--- src/core/ctrl_port_pkg.sv ---
// Shared constants for the serial control port, both ends.
// Assumes a 10 MHz system clock at each end.
package ctrl_port_pkg;
  localparam int WORD_BITS = 16;
  // Control word layout
  localparam int WD_BIT_POS = 15;
  localparam int MODE_LSB = 12;
  localparam int CFG_LSB = 9;
  // Status word layout
  localparam int FRAME_ERR_POS = 0;
  localparam int CMD_ERR_POS = 1;
  localparam int WAKE_POS = 2;
  localparam int CUR_MODE_LSB = 12;
  // Mode codes
  localparam logic [2:0] MODE_INVALID = 3'h0;
  localparam logic [2:0] MODE_RESTART = 3'h1;
  localparam logic [2:0] MODE_FLASH = 3'h2;
  localparam logic [2:0] MODE_NORMAL = 3'h3;
  localparam logic [2:0] MODE_SLEEP = 3'h4;
  localparam logic [2:0] MODE_STOP = 3'h5;
  localparam logic [2:0] MODE_FAILSAFE = 3'h6;
  localparam logic [2:0] MODE_READ = 3'h7;
  localparam logic [2:0] MODE_RESET = 3'h3;
  // Host register map (byte addresses on Wishbone, byte offsets)
  localparam logic [3:0] REG_TX = 4'h0;
  localparam logic [3:0] REG_RX = 4'h4;
  localparam logic [3:0] REG_STAT = 4'h8;
  localparam logic [3:0] REG_INT_STAT = 4'h8;
  localparam logic [3:0] REG_INT_CLR = 4'hC;
  localparam logic [3:0] REG_INT_EN = 4'h0;
  // Host link clock half period, in system cycles (800 ns period)
  localparam int SCK_HALF_NS = 400;
  localparam int CLK_NS = 100;
  localparam int SCK_HALF_CYC = SCK_HALF_NS / CLK_NS;
endpackage

--- src/core/ctrl_port_if.sv ---
// Four-wire serial link between master and device.
// Resolves the shared data output wire itself, reading the pull-up level when released.
`timescale 1ns/10ps
interface ctrl_port_if;
  logic chip_select_low;
  logic sck;
  logic sdi;
  logic sdo_o;
  logic sdo_oe;
  wire sdo_line;
  // Released line reads as its pull-up level
  assign sdo_line = sdo_oe ? sdo_o : 1'b1;
  modport device (input chip_select_low, input sck, input sdi,
    output sdo_o, output sdo_oe);
  modport master (output chip_select_low, output sck, output sdi,
    input sdo_line);
endinterface

--- src/core/ctrl_port_device.sv ---
// Device end of the serial control port.
// Assumes link pins are asynchronous to clk_i; samples them twice.
`timescale 1ns/10ps
// Functional notes
// [RULE1] 16-bit word in, 16-bit status out
// [RULE2] Chip select low starts a frame
// [RULE3] Chip select rise adopts a valid word
// [RULE4] Data output released at chip select rise
// [RULE5] Input sampled on falling link clock
// [RULE6] Output advances after rising link clock
// [RULE7] Clock count mismatch discards the word
// [RULE8] Frame error shown in next frame
// [RULE9] Master gives device its own select
// [RULE10] All-zero mode code ignored
// [RULE11] Disallowed mode transitions ignored
// [RULE12] Rejections set command error and interrupt
// [RULE13] Previous output repeated after rejection
// [RULE14] Master alternates watchdog trigger bit; the master sends bit 15 as written to REG_TX and does not toggle it itself
// [RULE15] Wake pin level reported in output
// [RULE16] All-ones mode reads register, no write
// [RULE17] Transmit register loaded at select fall
module ctrl_port_device (
  input wire logic clk_i,
  input wire logic rst_i,
  ctrl_port_if.device link,
  input wire logic wake_input_pin_i,
  input wire logic int_inhibit_i,
  output logic [15:0] control_word_o,
  output logic [2:0] mode_o,
  output logic cmd_error_o,
  output logic int_o
);
  typedef struct packed {
    logic [1:0] cs_sync;
    logic [1:0] sck_sync;
    logic [1:0] sdi_sync;
    logic [1:0] wk_sync;
    logic cs_d;
    logic sck_d;
    logic [15:0] rx;
    logic [15:0] tx;
    logic [15:0] last_out;
    logic [4:0] count;
    logic frame_err;
    logic cmd_err;
    logic irq;
    logic [15:0] ctrl;
    logic [2:0] mode;
    logic [7:0][15:0] cfg;
    logic sdo;
    logic oe;
    logic rejected;
  } state_s;
  state_s state_reg;
  state_s state_next;
  logic cs_fall;
  logic cs_rise;
  logic sck_rise;
  logic sck_fall;
  logic [2:0] req;
  logic [2:0] sel;
  logic [2:0] rd_sel;
  logic allowed;
  logic [15:0] status;
  assign cs_fall = state_reg.cs_d & ~state_reg.cs_sync[1];
  assign cs_rise = ~state_reg.cs_d & state_reg.cs_sync[1];
  assign sck_rise = ~state_reg.sck_d & state_reg.sck_sync[1];
  assign sck_fall = state_reg.sck_d & ~state_reg.sck_sync[1];
  // --------------------------------------------------------------
  // Mode transition check
  // --------------------------------------------------------------
  assign req = state_reg.rx[ctrl_port_pkg::MODE_LSB +: 3];
  assign sel = state_reg.rx[ctrl_port_pkg::CFG_LSB +: 3];
  // Select field complete on the seventh falling link clock
  assign rd_sel = {state_reg.rx[1:0], state_reg.sdi_sync[1]};
  always_comb begin
    allowed = 1'b1;
    if (req == ctrl_port_pkg::MODE_INVALID) begin
      allowed = 1'b0; // RULE10
    end else if (state_reg.mode == ctrl_port_pkg::MODE_STOP &&
        req == ctrl_port_pkg::MODE_FLASH) begin
      allowed = 1'b0; // RULE11
    end else if (req == ctrl_port_pkg::MODE_RESTART &&
        state_reg.mode != ctrl_port_pkg::MODE_FLASH) begin
      allowed = 1'b0; // RULE11
    end
  end
  // Status word presented in the next frame
  always_comb begin
    status = 16'h0000;
    status[ctrl_port_pkg::CUR_MODE_LSB +: 3] = state_reg.mode;
    status[ctrl_port_pkg::FRAME_ERR_POS] = state_reg.frame_err; // RULE8
    status[ctrl_port_pkg::CMD_ERR_POS] = state_reg.cmd_err;
    status[ctrl_port_pkg::WAKE_POS] = state_reg.wk_sync[1]; // RULE15
  end
  // --------------------------------------------------------------
  // Frame engine
  // --------------------------------------------------------------
  always_comb begin
    state_next = state_reg;
    state_next.cs_sync = {state_reg.cs_sync[0], link.chip_select_low};
    state_next.sck_sync = {state_reg.sck_sync[0], link.sck};
    state_next.sdi_sync = {state_reg.sdi_sync[0], link.sdi};
    state_next.wk_sync = {state_reg.wk_sync[0], wake_input_pin_i};
    state_next.cs_d = state_reg.cs_sync[1];
    state_next.sck_d = state_reg.sck_sync[1];
    if (cs_fall) begin // RULE2
      state_next.count = 5'h00;
      state_next.oe = 1'b1;
      // RULE13: the frame after a rejected frame repeats that frame's word
      state_next.tx = state_reg.rejected ? state_reg.last_out : status;
      state_next.tx[ctrl_port_pkg::FRAME_ERR_POS] = state_reg.frame_err; // RULE8
      state_next.sdo = state_next.tx[15]; // RULE17
      state_next.last_out = state_next.tx;
      state_next.rejected = 1'b0;
    end
    if (~state_reg.cs_sync[1] & ~cs_fall) begin
      if (sck_fall) begin
        state_next.rx = {state_reg.rx[14:0], state_reg.sdi_sync[1]}; // RULE5
        state_next.count = 5'((state_reg.count + 5'h01) & 5'h1F);
        if (state_reg.count == 5'h06 &&
            state_reg.rx[4:2] == ctrl_port_pkg::MODE_READ) begin
          // RULE16: selected register fills the rest of this frame
          state_next.tx = {state_reg.tx[15], state_reg.cfg[rd_sel][8:0],
            6'h00};
        end
      end
      if (sck_rise) begin
        state_next.tx = {state_reg.tx[14:0], 1'b0}; // RULE6
        state_next.sdo = state_reg.tx[14];
      end
    end
    if (cs_rise) begin
      state_next.oe = 1'b0; // RULE4
      state_next.frame_err = 1'b0;
      if (state_reg.count != 5'd16) begin // RULE7
        state_next.frame_err = 1'b1; // RULE8
        state_next.cmd_err = 1'b1; // RULE12
        state_next.rejected = 1'b1;
      end else if (!allowed) begin
        state_next.cmd_err = 1'b1; // RULE12
        state_next.rejected = 1'b1;
      end else if (req == ctrl_port_pkg::MODE_READ) begin
        state_next.cmd_err = 1'b0;
      end else begin
        state_next.ctrl = state_reg.rx; // RULE3
        state_next.mode = req;
        state_next.cfg[sel] = state_reg.rx;
        state_next.cmd_err = 1'b0;
      end
      if (state_next.rejected && !int_inhibit_i) begin
        state_next.irq = 1'b1; // RULE12
      end else if (state_reg.count == 5'd16 && allowed) begin
        state_next.irq = 1'b0;
      end
    end
  end
  always_ff @(posedge clk_i) begin
    if (rst_i) begin
      state_reg <= '0;
      state_reg.cs_sync <= 2'h3;
      state_reg.cs_d <= 1'b1;
      state_reg.mode <= ctrl_port_pkg::MODE_RESET;
    end else begin
      state_reg <= state_next;
    end
  end
  assign link.sdo_o = state_reg.sdo;
  assign link.sdo_oe = state_reg.oe;
  assign control_word_o = state_reg.ctrl;
  assign mode_o = state_reg.mode;
  assign cmd_error_o = state_reg.cmd_err;
  assign int_o = state_reg.irq;
endmodule

--- src/flat_wrapper.sv ---
// flat-port wrapper written by rule: the top's interface ports become plain ports
module ctrl_port_device_flat 
  (clk_i, rst_i, wake_input_pin_i, int_inhibit_i, control_word_o, mode_o, cmd_error_o, int_o, link_chip_select_low, link_sck, link_sdi, link_sdo_o, link_sdo_oe);
  ctrl_port_if link_i ();
  input wire logic clk_i;
  input wire logic rst_i;
  input wire logic wake_input_pin_i;
  input wire logic int_inhibit_i;
  output logic [15:0] control_word_o;
  output logic [2:0] mode_o;
  output logic cmd_error_o;
  output logic int_o;
  input wire logic [$bits(link_i.chip_select_low)-1:0] link_chip_select_low;
  input wire logic [$bits(link_i.sck)-1:0] link_sck;
  input wire logic [$bits(link_i.sdi)-1:0] link_sdi;
  output wire logic [$bits(link_i.sdo_o)-1:0] link_sdo_o;
  output wire logic [$bits(link_i.sdo_oe)-1:0] link_sdo_oe;
  assign link_i.chip_select_low = link_chip_select_low;
  assign link_i.sck = link_sck;
  assign link_i.sdi = link_sdi;
  assign link_sdo_o = link_i.sdo_o;
  assign link_sdo_oe = link_i.sdo_oe;
  ctrl_port_device u_core (.clk_i(clk_i), .rst_i(rst_i), .link(link_i), .wake_input_pin_i(wake_input_pin_i), .int_inhibit_i(int_inhibit_i), .control_word_o(control_word_o), .mode_o(mode_o), .cmd_error_o(cmd_error_o), .int_o(int_o));
endmodule
--- config.mk ---
export PLATFORM = sky130hd
export DESIGN_NAME = ctrl_port_device_flat
export DESIGN_NICKNAME = d
export VERILOG_FILES = /design/src/core/ctrl_port_pkg.sv /design/src/core/ctrl_port_if.sv /design/src/core/ctrl_port_device.sv /design/src/flat_wrapper.sv
export SDC_FILE = /design/constraint.sdc
export NUM_CORES = 1
export LEC_CHECK = 0
export BUFFER_PORTS_ARGS = -buffer_cell sky130_fd_sc_hd__buf_2
export CAP_MARGIN = 20
export CORE_MARGIN = 2
export CORE_UTILIZATION = 30
export DETAILED_ROUTE_END_ITERATION = 8
export HOLD_SLACK_MARGIN = 0.08
export PLACE_DENSITY = 0.55
export SKIP_LAST_GASP = 1
export SLEW_MARGIN = 20
export SYNTH_ARGS = -nofsm -noshare
export SYNTH_HDL_FRONTEND = slang
export SYNTH_SLANG_ARGS = --single-unit
--- constraint.sdc ---
create_clock -name clk_i -period 2.87 [get_ports clk_i]
set_input_delay 0.287 -clock clk_i [delete_from_list [all_inputs] [get_ports clk_i]]
set_output_delay 0.287 -clock clk_i [all_outputs]
set_load 0.03 [all_outputs]
[Yosys cells after proc, flatten, opt, wreduce, memory -nomap -nowiden]
Cells that the tools add are included.
Word-level totals
  register bits after elaboration: 216
  output and inout port bits: 23
  logic and storage cells: 94
Operators by class
  multiplexer cells: 28
  reduce and logical (&&, ||, !) cells: 13
  $add $sub $neg: 1
  bitwise logic cells: 12
  magnitude comparators: 3
  eq/ne operators: 10
Operators with widths (count)
  128-bit bitwise mux: 1
  16-bit 2-to-1 mux: 6
  16-bit binary-select mux with 3-bit select: 1
  16-bit demux with 3-bit select: 1
  37-bit 2-to-1 mux: 1
  1-bit 2-to-1 mux: 14
  5-bit 2-to-1 mux: 2
  3-bit == test, second input constant: 3
  9-bit 2-to-1 mux: 1
  3-bit by 4-bit < comparator with 1-bit output, second input constant: 2
  1-bit NOT: 7
  1-bit logical AND: 6
  5-bit by 1-bit adder with 5-bit output, second input constant: 1
  1-bit AND: 5
  5-bit by 3-bit == test with 1-bit output, second input constant: 1
  5-bit == test, second input constant: 1
  5-bit != test, second input constant: 1
  4-bit by 3-bit != test with 1-bit output, second input constant: 1
  2-bit AND reduction: 2
  4-bit AND reduction: 1
  3-bit by 1-bit == test with 1-bit output, second input constant: 1
  3-bit by 2-bit == test with 1-bit output, second input constant: 1
  3-bit by 1-bit greater-or-equal comparator with 1-bit output, second input constant: 1
  3-bit zero test: 1
  other kinds (5): 5

[Longest topological paths before layout]
  depth after elaboration: 11
  depth in mapped cells: 10

[Worst setup path before layout]
OpenSTA, ideal clock, no wires.
  path type: register -> register
  start point: register u_core.state_reg[153] (netlist bit)
  end point: register u_core.state_reg[115] (netlist bit)
  buffers on the path: 2
  data required time: 2741 ps
  slack: 903 ps
  clock period less this slack: 1967 ps
  cell stages (with the launch flop): 10
  data arrival time: 1838 ps
  cell sequence: dfxtp_1 inv_1 ha_1 and4bb_1 and2_1 buf_6 nand3_4 or4b_4 buf_6 mux2i_1
On the way
  cells in the longest elaborated chain, start to end: 3
RTL lines
  start: declaration: RTL line ctrl_port_device.sv:54  | state_s state_reg;
  start signal: assignment: RTL line ctrl_port_device.sv:165  | state_reg <= state_next;
  5-bit != test: RTL line ctrl_port_device.sv:136  | if (state_reg.count != 5'd16) begin
  1-bit NOT (no line)
  4-bit AND reduction (no line)
Every way passes these cells.
A chain may end at the register's enable or synchronous reset.

[Worst setup path in the final report]
  start point: register u_core.state_reg, in the netlist u_core.req[0]
  end point: register u_core.state_reg[118] (netlist bit)
On the way
  cells in the longest elaborated chain, start to end: 6
  elaborated cells on any way between the ends: 11
  classes of those cells: eq/ne (3); mux (3); bitwise (1); reduce/logical (4)
RTL lines
  3-bit by 1-bit == test with 1-bit output: RTL line ctrl_port_device.sv:83  | end else if (req == ctrl_port_pkg::MODE_RESTART &&
  1-bit logical AND: RTL line ctrl_port_device.sv:83
  1-bit 2-to-1 mux: RTL line ctrl_port_device.sv:83
  1-bit 2-to-1 mux: RTL line ctrl_port_device.sv:80  | end else if (state_reg.mode == ctrl_port_pkg::MODE_STOP &&
  1-bit 2-to-1 mux: RTL line ctrl_port_device.sv:78  | if (req == ctrl_port_pkg::MODE_INVALID) begin
  4-bit AND reduction (no line) *
Every way passes the cells marked *; elsewhere a longest branch is shown, timed or not.

==> results_dict.tcl <==
set metrics [dict create \
    fin_setup_tns_ns 0 \
    drive_above_1_share_pct 16.4 \
    ys_top_cells_by_area "dfxtp_1 (45%), mux2i_1 (12%), nand2b_1 (7.4%)" \
    ys_seq_area_share_pct 44.7 \
    dp_hpwl_um 10000 \
    grt_pass1_wl_um 26000 \
    start_kind "flip-flop" \
    slew_violations 0 \
    syn_nets 745 \
    r2r-start "u_core.req[0]" \
    cp_top_family "simple AND/OR/NAND/NOR gates" \
    cts_buffers 17 \
    antenna_found_initial 0 \
    holdCritPathClass "primary input to flip-flop" \
    initial_core_util_pct 30.8 \
    synth_cells 735 \
    fin_worst_skew_ns 0.00714 \
    synthArstFlopShare_pct 0 \
    cts_tree "yes" \
    ir_worst_vdd_uv 425 \
    portBuffers 29 \
    syn_area_um2 7020 \
    crit_start "u_core.req[0]" \
    grt_use_total_pct 13.5 \
    ys_seq_elements 157 \
    largest_register_ffs 120 \
    drc 0 \
    status "finished, final reports clean" \
    placed_cells 1019 \
    dr.pass1.iters 4 \
    n_fill_cell 2319 \
    instances_no_fill 1056 \
    avgViaCountPerCell 4.69 \
    finalWeightedCongestion 0.743 \
    die_w_um 157 \
    cp_num_buf_inv 1 \
    cp.arrival_ns 2.61 \
    crit_required_ns 3.16 \
    first_global_vias 4961 \
    crit_slowest_cell "or4b_4" \
    critPathMaxFanout 17 \
    avgSynthCellArea_um2 9.56 \
    vias 4954 \
    die_area_um2 24700 \
    worstSetupPathType "flip-flop to flip-flop" \
    setup_viol 0 \
    worstPathCellList "and4bb_4, o21ai_4, a21oi_2, buf_4, or4b_4, mux2i_1" \
    cts_setup_buffers 0 \
    routedWlPerCell_um 14.8 \
    fin_crit_sh_pct 80.9 \
    tightest_slew_ns 0.631 \
    gr-total-overflow 0 \
    fmax_ghz 0.431 \
    antenna_left 0 \
    drt_iter0_markers 300 \
    grt_max_degree 66 \
    synth_flop_cell "dfxtp_1" \
    total_power_mw 4.69 \
    setup_slack_ns 0.549 \
    synth_edf_count 0 \
    dieHeight_um 157 \
    p_per_area_nw_per_um2 585 \
    rsz0062_at_grt "no" \
    clock_path_buffers 2 \
    period_minus_slack_ns 2.32 \
    drt_wl_total_um 15600 \
    numClockSinks 157 \
    ys.warnings.count 0 \
    power_leakage_nw 3.19 \
    insertedDiodeCount 0 \
    synthToLayoutAreaGrowth_pct 14.2 \
    row_count 55 \
    cts_resized 0 \
    fin_nets 740 \
    slew_headroom_pct 57.9 \
    yosysTopAreaCell "dfxtp_1" \
    ios 30 \
    synth_top_area_share_pct 44.7 \
    min-delay-start "rst_i" \
    path_clk_slew_ns 0.06 \
    cap_viol_max_count 0 \
    holdBufCountCts 5 \
    cp-end-kind "flip-flop" \
    cts_root_buf "clkbuf_16" \
    htree_levels 4 \
    hold_viol 0 \
    synth_cell_types 50 \
    coreArea_um2 22800 \
    slowest_delay_ns 0.68 \
    clk_latency_ns 0.43 \
    pre_cts_slack_ns 0.587 \
]
## power breakdown
part	switching [mW]	internal [mW]	leakage (nW)	total (mW)
Combinational	0.0647	0.0530	1.63	0.118
Sequential	0.0124	2.19	1.27	2.21
Clock	0.891	1.47	0.293	2.37
Total	0.968	3.72	3.19	4.69
## worst reg2reg max path: cells and delay by family, from the launching register on
family | cells | cell delay [ns]
AO/OA/AOI/OAI | 2 | 0.31
buffers and inverters | 1 | 0.22
flip-flops | 1 | 0.55
multiplexers | 1 | 0.17
AND/OR/NAND/NOR | 2 | 0.95
## logic make-up after synthesis
kind of cell             share of synthesized area, %
AO/OA/AOI/OAI                                    8.44
XOR/XNOR                                        0.125
adder cells (fa/ha/maj)                         0.534
buffers and inverters                            6.36
flip-flops                                       44.7
multiplexers                                     18.2
AND/OR/NAND/NOR                                  21.6
## synthesized netlist by cell type, types with 5 or more instances
library cell and n:
mux4_2 18, nand2b_1 83, buf_2 12, clkbuf_1 35, and2_1 11, buf_4 20
o21ai_0 20, dfxtp_1 157, a21oi_1 52, nor2_1 43, nor2b_1 11, buf_1 15
a22oi_1 5, nand2_1 70, nand3_1 29, a221oi_1 6, mux2i_1 84
## layer usage
metal	GRT usage, %	routed length (µm)
met3	3.25	448
met5	0	0
met4	4.29	202
met2	21.3	7080
met1	18.3	7870
## worst paths after layout
kind / slack [ns] / cells past startpoint / end
worst max register to register: 0.55 / 6 / u_core.state_reg[118]
worst max-delay path: 0.55 / 6 / u_core.state_reg[118]
worst min-delay path: 0.38 / 2 / u_core.state_reg[156]
worst min register to register: 0.43 / 1 / u_core.state_next[207]
## through the flow
| stage | cell area (µm²) | util [%] | hold slack [ns] |
|---|---|---|---|
| after detailed placement | 7350 | 32.3 | 0.412 |
| after global routing | 8020 | 35.2 | 0.402 |
| after global placement | 7350 | 32.3 | 0.410 |
| after floorplan | 7020 | - | 0.389 |
| after CTS | 8020 | 35.2 | 0.371 |
| final | 8020 | 35.2 | 0.383 |
## layout make-up
cell class	count	area, µm²	share of cell area (%)
repair buffers	61	400	4.99
flip-flops and latches	157	3140	39.2
clock buffers	21	450	5.62
clock inverters	11	166	2.07
multi-input cells	489	3450	43.1
inverters	4	15.0	0.187
well taps	313	392	4.88
## cells in the final DEF, fill, tap and decap left out, drive strengths merged, types with 4 or more instances in the layout
master / synthesis / routed
a21oi: 53 / 53
a221oi: 6 / 6
a22oi: 5 / 5
and2: 11 / 11
buf: 50 / 56
bufinv: 0 / 4
clkbuf: 35 / 21
clkinv: 0 / 4
dfxtp: 157 / 157
dlygate4sd3: 0 / 5
inv: 4 / 4
mux2i: 84 / 84
mux4: 18 / 18
nand2: 70 / 70
nand2b: 83 / 83
nand3: 30 / 30
nor2: 43 / 43
nor2b: 12 / 12
o21ai: 22 / 22
or2: 4 / 4
Power figures use the tool's default switching activity.
